File: config.mk
export PLATFORM = sky130hd
export DESIGN_NAME = pkrps_top
export DESIGN_NICKNAME = d
export VERILOG_FILES = /design/src/verilog/pkrps_pkg.sv /design/src/verilog/pkrps_top.sv
export SDC_FILE = /design/constraint.sdc
export NUM_CORES = 1
export LEC_CHECK = 0
export ABC_AREA = 1
export BUFFER_PORTS_ARGS = -buffer_cell sky130_fd_sc_hd__buf_2
export CORE_MARGIN = 2
export CORE_UTILIZATION = 40
export CTS_CLUSTER_DIAMETER = 80
export DETAILED_ROUTE_END_ITERATION = 8
export MAX_ROUTING_LAYER = met4
export PLACE_DENSITY = 0.76
export SYNTH_ARGS = -nofsm -noshare
export SYNTH_HDL_FRONTEND = slang
export SYNTH_SLANG_ARGS = --single-unit
File: constraint.sdc
create_clock -name clk -period 1.5 [get_ports clk]
set_input_delay 0.3 -clock clk [delete_from_list [all_inputs] [get_ports clk]]
set_output_delay 0.3 -clock clk [all_outputs]
set_load 0.1 [all_outputs]
File: src/verilog/pkrps_pkg.sv
// Purpose: Constants for the port key-reset and pin-select block
// Assumes: Registers are 8 bits wide, one per 32-bit Wishbone word
// Notes:   Byte address of a register is four times its index
package pkrps_pkg;

	//////////////////////////////////////////////////////////////////////////////
	// Register indices and byte addresses
	localparam logic [15:0] KEY_RESET_CONFIG_IDX         = 16'h5209;
	localparam logic [15:0] PORT0_INPUT_ENABLE_IDX       = 16'h520a;
	localparam logic [15:0] PORT1_INPUT_ENABLE_IDX       = 16'h521a;
	localparam logic [15:0] LOW_PINS_FUNCTION_SELECT_IDX = 16'h52a0;
	localparam logic [15:0] PORT0_INPUT_DATA_IDX         = 16'h5200;
	localparam logic [15:0] PORT1_INPUT_DATA_IDX         = 16'h5210;

	localparam int          ADDR_WIDTH = 18;
	localparam int          DATA_WIDTH = 32;

	localparam logic [17:0] KEY_RESET_CONFIG_ADDR         = {KEY_RESET_CONFIG_IDX, 2'b00};
	localparam logic [17:0] PORT0_INPUT_ENABLE_ADDR       = {PORT0_INPUT_ENABLE_IDX, 2'b00};
	localparam logic [17:0] PORT1_INPUT_ENABLE_ADDR       = {PORT1_INPUT_ENABLE_IDX, 2'b00};
	localparam logic [17:0] LOW_PINS_FUNCTION_SELECT_ADDR = {LOW_PINS_FUNCTION_SELECT_IDX, 2'b00};
	localparam logic [17:0] PORT0_INPUT_DATA_ADDR         = {PORT0_INPUT_DATA_IDX, 2'b00};
	localparam logic [17:0] PORT1_INPUT_DATA_ADDR         = {PORT1_INPUT_DATA_IDX, 2'b00};

	//////////////////////////////////////////////////////////////////////////////
	// Reset values
	localparam logic [1:0] KEY_RESET_GROUP_SEL_RST = 2'h0;
	localparam logic [7:0] PORT0_INPUT_ENABLE_RST  = 8'hff;
	localparam logic [3:0] PORT1_INPUT_ENABLE_RST  = 4'hf;
	localparam logic [7:0] FUNCTION_SELECT_RST     = 8'h00;

	//////////////////////////////////////////////////////////////////////////////
	// Field positions in the function select register
	localparam int PIN0_SEL_LSB = 0;
	localparam int PIN1_SEL_LSB = 2;
	localparam int PIN2_SEL_LSB = 4;
	localparam int PIN3_SEL_LSB = 6;

	// Key-entry group codes
	localparam logic [1:0] KEY_GROUP_OFF    = 2'h0;
	localparam logic [1:0] KEY_GROUP_PINS01 = 2'h1;
	localparam logic [1:0] KEY_GROUP_PINS02 = 2'h2;
	localparam logic [1:0] KEY_GROUP_PINS03 = 2'h3;

	// Function codes
	localparam logic [1:0] FUNC_GPIO        = 2'h0;
	localparam logic [1:0] PIN0_FUNC_UARTRX = 2'h1;
	localparam logic [1:0] PIN1_FUNC_UARTTX = 2'h1;
	localparam logic [1:0] PIN2_FUNC_SCLK   = 2'h1;
	localparam logic [1:0] PIN2_FUNC_CLKA   = 2'h2;
	localparam logic [1:0] PIN3_FUNC_TIMCLK = 2'h1;
	localparam logic [1:0] PIN3_FUNC_LCDFR  = 2'h3;

	// Pin count of the first and second port
	localparam int PORT0_PINS = 8;
	localparam int PORT1_PINS = 4;

endpackage : pkrps_pkg

File: src/verilog/pkrps_top.sv
// Purpose: Key-entry reset, input enables and low-pin function select
// Assumes: Classic Wishbone slave, 8-bit registers in byte lane 0
// Notes:   All pin levels pass two flip-flops before any logic reads them
//
// The Wishbone interface to the registers is this design's own decision.
`timescale 1ns/1ps

module pkrps_top
	import pkrps_pkg::*;
(
	input  wire logic                                 clk,
	input  wire logic                                 sys_rst,
	// Wishbone slave
	input  wire logic                                 wb_cyc_i,
	input  wire logic                                 wb_stb_i,
	input  wire logic                                 wb_we_i,
	input  wire logic [pkrps_pkg::ADDR_WIDTH-1:0]     wb_adr_i,
	input  wire logic [pkrps_pkg::DATA_WIDTH-1:0]     wb_dat_i,
	input  wire logic [3:0]                           wb_sel_i,
	output logic      [pkrps_pkg::DATA_WIDTH-1:0]     wb_dat_o,
	output logic                                      wb_ack_o,
	// Pads
	input  wire logic [pkrps_pkg::PORT0_PINS-1:0]     port0PinIn,
	output logic      [pkrps_pkg::PORT0_PINS-1:0]     port0PinOut,
	output logic      [pkrps_pkg::PORT0_PINS-1:0]     port0PinOe,
	input  wire logic [pkrps_pkg::PORT1_PINS-1:0]     port1PinIn,
	// GPIO controls from the port data logic
	input  wire logic [pkrps_pkg::PORT0_PINS-1:0]     gpio0Out,
	input  wire logic [pkrps_pkg::PORT0_PINS-1:0]     gpio0Oe,
	// Peripheral signals
	output logic                                      uartRxIn,
	input  wire logic                                 uartTxOut,
	output logic                                      uartSerialClockIn,
	input  wire logic                                 uartSerialClockOut,
	input  wire logic                                 uartSerialClockOe,
	input  wire logic                                 clockGenOutputA,
	output logic                                      timerExtClockIn,
	input  wire logic                                 lcdFrameSignal,
	// Chip initial reset request
	output logic                                      keyResetReq
);
	import pkrps_pkg::*;

	//////////////////////////////////////////////////////////////////////////////
	// State

	typedef struct packed {
		logic [PORT0_PINS-1:0] sync0Stage1;
		logic [PORT0_PINS-1:0] sync0Stage2;
		logic [PORT1_PINS-1:0] sync1Stage1;
		logic [PORT1_PINS-1:0] sync1Stage2;
		logic [1:0]            keyResetGroupSel;
		logic [PORT0_PINS-1:0] port0InputEnable;
		logic [PORT1_PINS-1:0] port1InputEnable;
		logic [1:0]            pin0FunctionSel;
		logic [1:0]            pin1FunctionSel;
		logic [1:0]            pin2FunctionSel;
		logic [1:0]            pin3FunctionSel;
		logic [PORT0_PINS-1:0] port0InputData;
		logic [PORT1_PINS-1:0] port1InputData;
		logic [PORT0_PINS-1:0] pinOut;
		logic [PORT0_PINS-1:0] pinOe;
		logic                  uartRx;
		logic                  uartSclkIn;
		logic                  timerClkIn;
		logic                  keyReset;
		logic                  ack;
		logic [DATA_WIDTH-1:0] readData;
	} pkrps_state_type;

	pkrps_state_type state_q;
	pkrps_state_type state_d;

	logic                  busReq;
	logic                  busWrite;
	logic [7:0]            wrByte;
	logic [7:0]            rdByte;
	logic [3:0]            keyMask;
	logic [3:0]            keyPressed;
	logic                  keyAllLow;
	logic [7:0]            funcSelReg;
	logic [PORT0_PINS-1:0] gatedPort0;
	logic [PORT1_PINS-1:0] gatedPort1;

	//////////////////////////////////////////////////////////////////////////////
	// Bus decode helpers

	// Request is answered one cycle later; the write lands at the ack edge
	assign busReq   = wb_cyc_i & wb_stb_i & ~state_q.ack;
	assign busWrite = wb_cyc_i & wb_stb_i & wb_we_i & state_q.ack & wb_sel_i[0];
	assign wrByte   = wb_dat_i[7:0];

	assign funcSelReg = {state_q.pin3FunctionSel, state_q.pin2FunctionSel,
		state_q.pin1FunctionSel, state_q.pin0FunctionSel};

	// Input path gated per pin by its enable; a disabled pin reads as zero
	for (genvar b = 0; b < PORT0_PINS; b++)
	begin : g_gate0
		assign gatedPort0[b] = state_q.sync0Stage2[b] & state_q.port0InputEnable[b];
	end
	for (genvar b = 0; b < PORT1_PINS; b++)
	begin : g_gate1
		assign gatedPort1[b] = state_q.sync1Stage2[b] & state_q.port1InputEnable[b];
	end

	//////////////////////////////////////////////////////////////////////////////
	// Key-entry group detection

	always_comb
	begin
		case (state_q.keyResetGroupSel)
			KEY_GROUP_PINS03: keyMask = 4'hf;
			KEY_GROUP_PINS02: keyMask = 4'h7;
			KEY_GROUP_PINS01: keyMask = 4'h3;
			KEY_GROUP_OFF:    keyMask = 4'h0;
			default:          keyMask = 4'h0;
		endcase
	end

	// Levels are read before the input enables, so a key works on a gated pin
	// A pin outside the group never holds the reset off
	for (genvar k = 0; k < 4; k++)
	begin : g_key
		assign keyPressed[k] = ~keyMask[k] | ~state_q.sync0Stage2[k];
	end

	// An empty group must never fire, so the off code is tested on its own
	assign keyAllLow = (keyMask != 4'h0) && (&keyPressed);

	//////////////////////////////////////////////////////////////////////////////
	// Read multiplexer

	always_comb
	begin
		case (wb_adr_i)
			KEY_RESET_CONFIG_ADDR:         rdByte = {6'h00, state_q.keyResetGroupSel};
			PORT0_INPUT_ENABLE_ADDR:       rdByte = state_q.port0InputEnable;
			PORT1_INPUT_ENABLE_ADDR:       rdByte = {4'h0, state_q.port1InputEnable};
			LOW_PINS_FUNCTION_SELECT_ADDR: rdByte = funcSelReg;
			PORT0_INPUT_DATA_ADDR:         rdByte = state_q.port0InputData;
			PORT1_INPUT_DATA_ADDR:         rdByte = {4'h0, state_q.port1InputData};
			default:                       rdByte = 8'h00;
		endcase
	end

	//////////////////////////////////////////////////////////////////////////////
	// Next state

	always_comb
	begin
		state_d = state_q;

		// Pad synchronisers
		state_d.sync0Stage1 = port0PinIn;
		state_d.sync0Stage2 = state_q.sync0Stage1;
		state_d.sync1Stage1 = port1PinIn;
		state_d.sync1Stage2 = state_q.sync1Stage1;

		// Input data follows the gated pad level every cycle
		state_d.port0InputData = gatedPort0;
		state_d.port1InputData = gatedPort1;

		// Bus answer
		state_d.ack      = busReq;
		state_d.readData = busReq ? {24'h000000, rdByte} : state_q.readData;

		if (busWrite)
		begin
			case (wb_adr_i)
				KEY_RESET_CONFIG_ADDR:
				begin
					state_d.keyResetGroupSel = wrByte[1:0];
				end
				PORT0_INPUT_ENABLE_ADDR:
				begin
					state_d.port0InputEnable = wrByte;
				end
				PORT1_INPUT_ENABLE_ADDR:
				begin
					state_d.port1InputEnable = wrByte[PORT1_PINS-1:0];
				end
				LOW_PINS_FUNCTION_SELECT_ADDR:
				begin
					state_d.pin0FunctionSel = wrByte[PIN0_SEL_LSB +: 2];
					state_d.pin1FunctionSel = wrByte[PIN1_SEL_LSB +: 2];
					state_d.pin2FunctionSel = wrByte[PIN2_SEL_LSB +: 2];
					state_d.pin3FunctionSel = wrByte[PIN3_SEL_LSB +: 2];
				end
				PORT0_INPUT_DATA_ADDR, PORT1_INPUT_DATA_ADDR:
				begin
					// Input data follows the pins; a write is answered and dropped
				end
				default:
				begin
					state_d.keyResetGroupSel = state_q.keyResetGroupSel;
				end
			endcase
		end

		// Held while the selected keys stay low; the chip reset then clears the select
		state_d.keyReset = keyAllLow;

		// Upper pins stay on GPIO here
		state_d.pinOut = gpio0Out;
		state_d.pinOe  = gpio0Oe;

		// Pin 0
		case (state_q.pin0FunctionSel)
			PIN0_FUNC_UARTRX:
			begin
				state_d.pinOut[0] = 1'b0;
				state_d.pinOe[0]  = 1'b0;
			end
			default:
			begin
				state_d.pinOut[0] = gpio0Out[0];
				state_d.pinOe[0]  = gpio0Oe[0];
			end
		endcase

		// Pin 1
		case (state_q.pin1FunctionSel)
			PIN1_FUNC_UARTTX:
			begin
				state_d.pinOut[1] = uartTxOut;
				state_d.pinOe[1]  = 1'b1;
			end
			default:
			begin
				state_d.pinOut[1] = gpio0Out[1];
				state_d.pinOe[1]  = gpio0Oe[1];
			end
		endcase

		// Pin 2
		case (state_q.pin2FunctionSel)
			PIN2_FUNC_SCLK:
			begin
				state_d.pinOut[2] = uartSerialClockOut;
				state_d.pinOe[2]  = uartSerialClockOe;
			end
			PIN2_FUNC_CLKA:
			begin
				state_d.pinOut[2] = clockGenOutputA;
				state_d.pinOe[2]  = 1'b1;
			end
			default:
			begin
				state_d.pinOut[2] = gpio0Out[2];
				state_d.pinOe[2]  = gpio0Oe[2];
			end
		endcase

		// Pin 3
		case (state_q.pin3FunctionSel)
			PIN3_FUNC_TIMCLK:
			begin
				state_d.pinOut[3] = 1'b0;
				state_d.pinOe[3]  = 1'b0;
			end
			PIN3_FUNC_LCDFR:
			begin
				state_d.pinOut[3] = lcdFrameSignal;
				state_d.pinOe[3]  = 1'b1;
			end
			default:
			begin
				state_d.pinOut[3] = gpio0Out[3];
				state_d.pinOe[3]  = gpio0Oe[3];
			end
		endcase

		// Routed peripheral inputs see the gated pin; others rest at idle level
		state_d.uartRx     = 1'b1;
		state_d.uartSclkIn = 1'b0;
		state_d.timerClkIn = 1'b0;
		if (state_q.pin0FunctionSel == PIN0_FUNC_UARTRX)
		begin
			state_d.uartRx = gatedPort0[0];
		end
		if (state_q.pin2FunctionSel == PIN2_FUNC_SCLK)
		begin
			state_d.uartSclkIn = gatedPort0[2];
		end
		if (state_q.pin3FunctionSel == PIN3_FUNC_TIMCLK)
		begin
			state_d.timerClkIn = gatedPort0[3];
		end

		// Reset stands last so that it overrides every update above
		if (sys_rst)
		begin
			state_d                  = '0;
			state_d.keyResetGroupSel = KEY_RESET_GROUP_SEL_RST;
			state_d.port0InputEnable = PORT0_INPUT_ENABLE_RST;
			state_d.port1InputEnable = PORT1_INPUT_ENABLE_RST;
			state_d.pin0FunctionSel  = FUNCTION_SELECT_RST[PIN0_SEL_LSB +: 2];
			state_d.pin1FunctionSel  = FUNCTION_SELECT_RST[PIN1_SEL_LSB +: 2];
			state_d.pin2FunctionSel  = FUNCTION_SELECT_RST[PIN2_SEL_LSB +: 2];
			state_d.pin3FunctionSel  = FUNCTION_SELECT_RST[PIN3_SEL_LSB +: 2];
			state_d.uartRx           = 1'b1;
		end
	end

	//////////////////////////////////////////////////////////////////////////////
	// Registers

	always_ff @(posedge clk)
	begin
		state_q <= state_d;
	end

	//////////////////////////////////////////////////////////////////////////////
	// Outputs

	// Every output comes straight from a flip-flop of the state record
	assign wb_ack_o          = state_q.ack;
	assign wb_dat_o          = state_q.readData;
	assign port0PinOut       = state_q.pinOut;
	assign port0PinOe        = state_q.pinOe;
	assign uartRxIn          = state_q.uartRx;
	assign uartSerialClockIn = state_q.uartSclkIn;
	assign timerExtClockIn   = state_q.timerClkIn;
	assign keyResetReq       = state_q.keyReset;

endmodule : pkrps_top
# ---- Yosys cells after proc, flatten, opt, wreduce, memory -nomap -nowiden
# Index checks and enable logic that the tools add are counted.
dict set report totals {
  reg_bits 87
  input_bits 92
  output_inout_bits 53
  elab_cells 91
}
dict set report op_classes {
  eq_ne 15
  muxes 8
  bitwise_logic 33
  reduce_logical 12
}
# cell n
set ops {}
lappend ops {{$eq A18 B17 Y1 const B} 6}
lappend ops {{$pmux W8 S6} 1}
lappend ops {{$and A1 B1 Y1} 17}
lappend ops {{$pmux W4 S4} 1}
lappend ops {{$not A1 Y1} 12}
lappend ops {{$eq A2 B1 Y1 const B} 5}
lappend ops {{$eq A2 B2 Y1 const B} 4}
lappend ops {{$pmux W1 S2} 4}
lappend ops {{$reduce_and A2 Y1} 4}
lappend ops {{$reduce_or A2 Y1} 4}
lappend ops {{$or A1 B1 Y1} 4}
lappend ops {{$reduce_and A4 Y1} 1}
lappend ops {{$reduce_bool A4 Y1} 1}
lappend ops {{$logic_not A2 Y1} 1}
lappend ops {{$mux W1} 2}
lappend ops {{$logic_and A1 B1 Y1} 1}

# ---- Depth between registers and ports, before layout
dict set report depth {
  depth_word 6
  depth_mapped 12
  ltp_nobuf 11
}

# ---- Worst setup path after synthesis
# Ideal clock, no wire load.
dict set report synth_path {
  kind {reg-to-reg}
  startpoint {reg state_q (netlist bit wb_ack_o)}
  endpoint {reg state_q[78] in the netlist's numbering}
  setup_ns 0.130
  arrival_time_ns 1.785
  required_time_ns 1.370
  path_slack_ns -0.414
  path_stages_with_launch 7
  n_path_buf 1
  synth_period_minus_slack_ns 1.914
  path_cell_list {dfxtp_1 > nand4_1 > inv_1 > buf_2 > nand3_1 > nand2_1 > nand3_1}
}
dict set report synth_between {
  elab_chain_len 3
}
# element line
set synth_rtl {}
lappend synth_rtl {{start: declaration} pkrps_top.sv:71} ;# pkrps_state_type state_q;
lappend synth_rtl {{start signal: assignment} pkrps_top.sv:310} ;# state_q <= state_d;
lappend synth_rtl {{$and A1 B1 Y1 (2 in series)} pkrps_top.sv:90} ;# assign busWrite = wb_cyc_i & wb_stb_i & wb_we_i & state_q.ack & wb_sel_i[0];
lappend synth_rtl {{$reduce_and A2 Y1 (no line)} -}
# No other way between the ends.
# A chain may end at the register's enable or synchronous reset.

# ---- Worst setup path in the final report
dict set report layout_path {
  startpoint {reg state_q (netlist bit wb_dat_o[1])}
  endpoint {out wb_dat_o[1] in the netlist's numbering}
}
# element line
set layout_lines {}
lappend layout_lines {{end: declaration} pkrps_top.sv:20} ;# output logic [pkrps_pkg::DATA_WIDTH-1:0] wb_dat_o,
# No word-level cell between the ends.

==> results.sh <==
export IMPL_cts_tree="yes"
export IMPL_drive_above_1_share_pct=27.03
export IMPL_grt_setup_unrepaired="false"
export IMPL_synthAdderAreaFrac_pct=0.6658
export IMPL_cts_buffers_inserted=9
export IMPL_hold_buffers=0
export IMPL_worst_r2r_cell_count=5
export IMPL_hold_start="gpio0Oe[4]"
export IMPL_required_ps=1200
export IMPL_dp_cells=687
export IMPL_grt_pass1_wl_um=13030
export IMPL_slowest_stage="buf_2"
export IMPL_cts_buffer_depth=2
export IMPL_report_final_slew_viol_count=0
export IMPL_r2r_start="wb_ack_o$_SDFF_PP0_"
export IMPL_row_count=35
export IMPL_switching_share_pct=31.47
export IMPL_crit_start="wb_dat_o[1]$_SDFFE_PP0P_"
export IMPL_seqPwrFrac_pct=49.4
export IMPL_hpwl_um=6124
export IMPL_overflow=0
export IMPL_antenna_found_initial=0
export IMPL_ys_warn_count=0
export IMPL_worst_clock_skew_ps=10.39
export IMPL_final_util_pct=48.39
export IMPL_avgSynthCellArea_um2=7.547
export IMPL_setup_tns_ps=0
export IMPL_clk_transition_reported_paths_ps=90
export IMPL_start_kind="flip-flop"
export IMPL_synth_xor_area_share_pct=0
export IMPL_synth_edf_count=0
export IMPL_syn_area_um2=3759
export IMPL_synth_ff_type="dfxtp_1"
export IMPL_cap_violations=0
export IMPL_finalHoldViolCount=0
export IMPL_post_cts_buffers=0
export IMPL_floorplan_initialDensity_pct=40.87
export IMPL_cp_arrival_ps=1150
export IMPL_r2r_slack_ps=190
export IMPL_synthMuxAreaShare_pct=0
export IMPL_worstPathCellList="buf_2"
export IMPL_max_freq_mhz=688.7
export IMPL_area_growth_synth_to_final_pct=18.41
export IMPL_critPathMaxFanout=2
export IMPL_post_drt_wl_per_cell_um=11.21
export IMPL_hold_class="in2reg"
export IMPL_powerDensity_nw_per_um2=1087
export IMPL_io_buffers=93
export IMPL_crit_path_max_incr_delay_ps=440
export IMPL_viasPerCell=4.462
export IMPL_synth_cells=498
export IMPL_dr_pass1_iters=4
export IMPL_endpoint_kind="primary output"
export IMPL_cp_top_family="buffers and inverters"
export IMPL_nNetsFinal=681
export IMPL_synth_compound_area_share_pct=5.959
export IMPL_groute_usage_overall_pct=16.70
export IMPL_clockPowerShare_pct=34.3
export IMPL_grt_max_degree=38
export IMPL_worst_slack_ps=48.09
export IMPL_grt_pass1_vias=2911
export IMPL_drtIter0Drc=159
export IMPL_drc_errors=0
export IMPL_total_power_mw=4.839
export IMPL_p_int_mw=3.316
export IMPL_fin_crit_sh_pct=96.79
export IMPL_core_area_um2=9196
export IMPL_clock_latency_ps=350
export IMPL_final_cell_area_um2=4451
export IMPL_gp_congestion=0.8403
export IMPL_synth_seq_cells=87
export IMPL_ir_drop_mv=0.3870
export IMPL_dpl_cell_area_um2=4247
export IMPL_pre_cts_slack_ps=-74.46
export IMPL_ant_nets=0
export IMPL_totalWireLength_um=7878
export IMPL_synth_simple_gate_area_share_pct=28.16
export IMPL_cts_resized_gates=0
export IMPL_pin_count=145
export IMPL_layout_commonest_cell="buf_2"
export IMPL_hold_path_end="port0PinOe[4]$_SDFF_PP0_"
export IMPL_async_reset_ff_share_pct=0
export IMPL_crit_type="reg2out"
export IMPL_synth_top_family_by_area="simple AND/OR/NAND/NOR gates"
export IMPL_holdWs_ps=142.2
export IMPL_die_area_um2=10190
export IMPL_ctsHtreeMaxLevel=3
export IMPL_final_cell_count_no_fill=703
export IMPL_worstHoldPathCells=3
export IMPL_cts_sinks=87
export IMPL_die_width_um=100.9
export IMPL_fp_dieH_um=100.9
export IMPL_vias=3137
export IMPL_setup_viol=0
export IMPL_fin_crit_ps=1452
export IMPL_p_leak_nw=2.239
export IMPL_mostFrequentLayoutCells="buf_2 (93), dfxtp_1 (86), nor2_1 (76), nand2_1 (72), inv_1 (66)"
export IMPL_pwr_share_comb_pct=16.2
export IMPL_root_buffer="clkbuf_8"
export IMPL_status="complete, no violations"
export IMPL_switching_power_mw=1.523
export IMPL_antenna_cells=0
export IMPL_r2r_end="funcSelReg[5]$_SDFFE_PP0P_"
export IMPL_cp_num_buf_inv=1
export IMPL_ys_types=30
export IMPL_ys_seq_area_share_pct=46.34
-- state kept, by name (all words and copies together) (netlist names) --
signal,flops
funcSelReg,8
keyResetReq,1
port0PinOe,8
port0PinOut,8
state_q,50
timerExtClockIn,1
uartRxIn,1
uartSerialClockIn,1
wb_ack_o,1
wb_dat_o,8
-- cell families after synthesis --
group	after synthesis
compound gates	43
fa+ha+maj	2
buf+inv	135
flops	87
other cells	1
simple gates	230
-- power by group through the flow --
stage | sequential [mW] | clock, mW | combinational, mW
2_1_floorplan | 2.45 | 0 | 0.682
3_3_place_gp | 2.44 | 0 | 0.780
3_5_place_dp | 2.45 | 0 | 0.787
4_1_cts | 2.39 | 1.71 | 0.789
5_1_grt | 2.40 | 1.81 | 0.836
6_report | 2.39 | 1.66 | 0.786
-- worst reg2reg max path, cell delays in order (launching register included) --
cell and delay (ps):
dfxtp_4 360, nand4_1 80, inv_1 190, nand3_2 240, buf_4 230, a21oi_1 140
-- area by class of cell --
class	count	area, µm²
multi-input cells	299	1398
clock inverters	7	80.08
fillers	948	4746
repair buffers	118	690.7
inverters	72	274.0
clock buffers	9	123.9
flip-flops and latches	87	1745
well taps	111	138.9
-- layer usage --
metal / global-route usage [%] / part of all wire [%] / vias to the layer above
li1: - / - / 1658
met3: 3.606 / 6.3 / 7
met5: - / 0 / -
met4: 6.861 / 1.2 / 0
met1: 20.09 / 45 / 1367
met2: 27.18 / 48 / 105
-- cell usage after synthesis (3+ instances only) --
master / instances / area share (%)
nand2_2: 5 / 0.83
nand2_1: 72 / 7.2
nor2_2: 8 / 1.3
nor2_1: 76 / 7.6
inv_1: 66 / 6.6
buf_4: 49 / 9.8
a21oi_1: 22 / 2.9
nand4_1: 24 / 4.0
nor2_4: 4 / 1.2
buf_2: 3 / 0.40
o21ai_0: 15 / 2.0
dfxtp_1: 87 / 46
buf_1: 3 / 0.30
clkbuf_1: 7 / 0.70
inv_2: 3 / 0.30
nand3_1: 33 / 4.4
nor3_1: 5 / 0.67
-- how the worst max path moves through the flow --
stage                               end  cells past startpoint  slack (ps)
2_1_floorplan  state_q[78]$_SDFFE_PP1P_                      6          90
3_3_place_gp   state_q[77]$_SDFFE_PP1P_                      9         -70
3_5_place_dp   state_q[75]$_SDFFE_PP1P_                     10         -70
4_1_cts                     wb_dat_o[1]                      1          30
5_1_grt        state_q[85]$_SDFFE_PP0P_                      6           3
6_report                    wb_dat_o[1]                      1          50
No activity file was read; power rests on OpenSTA's default activity.
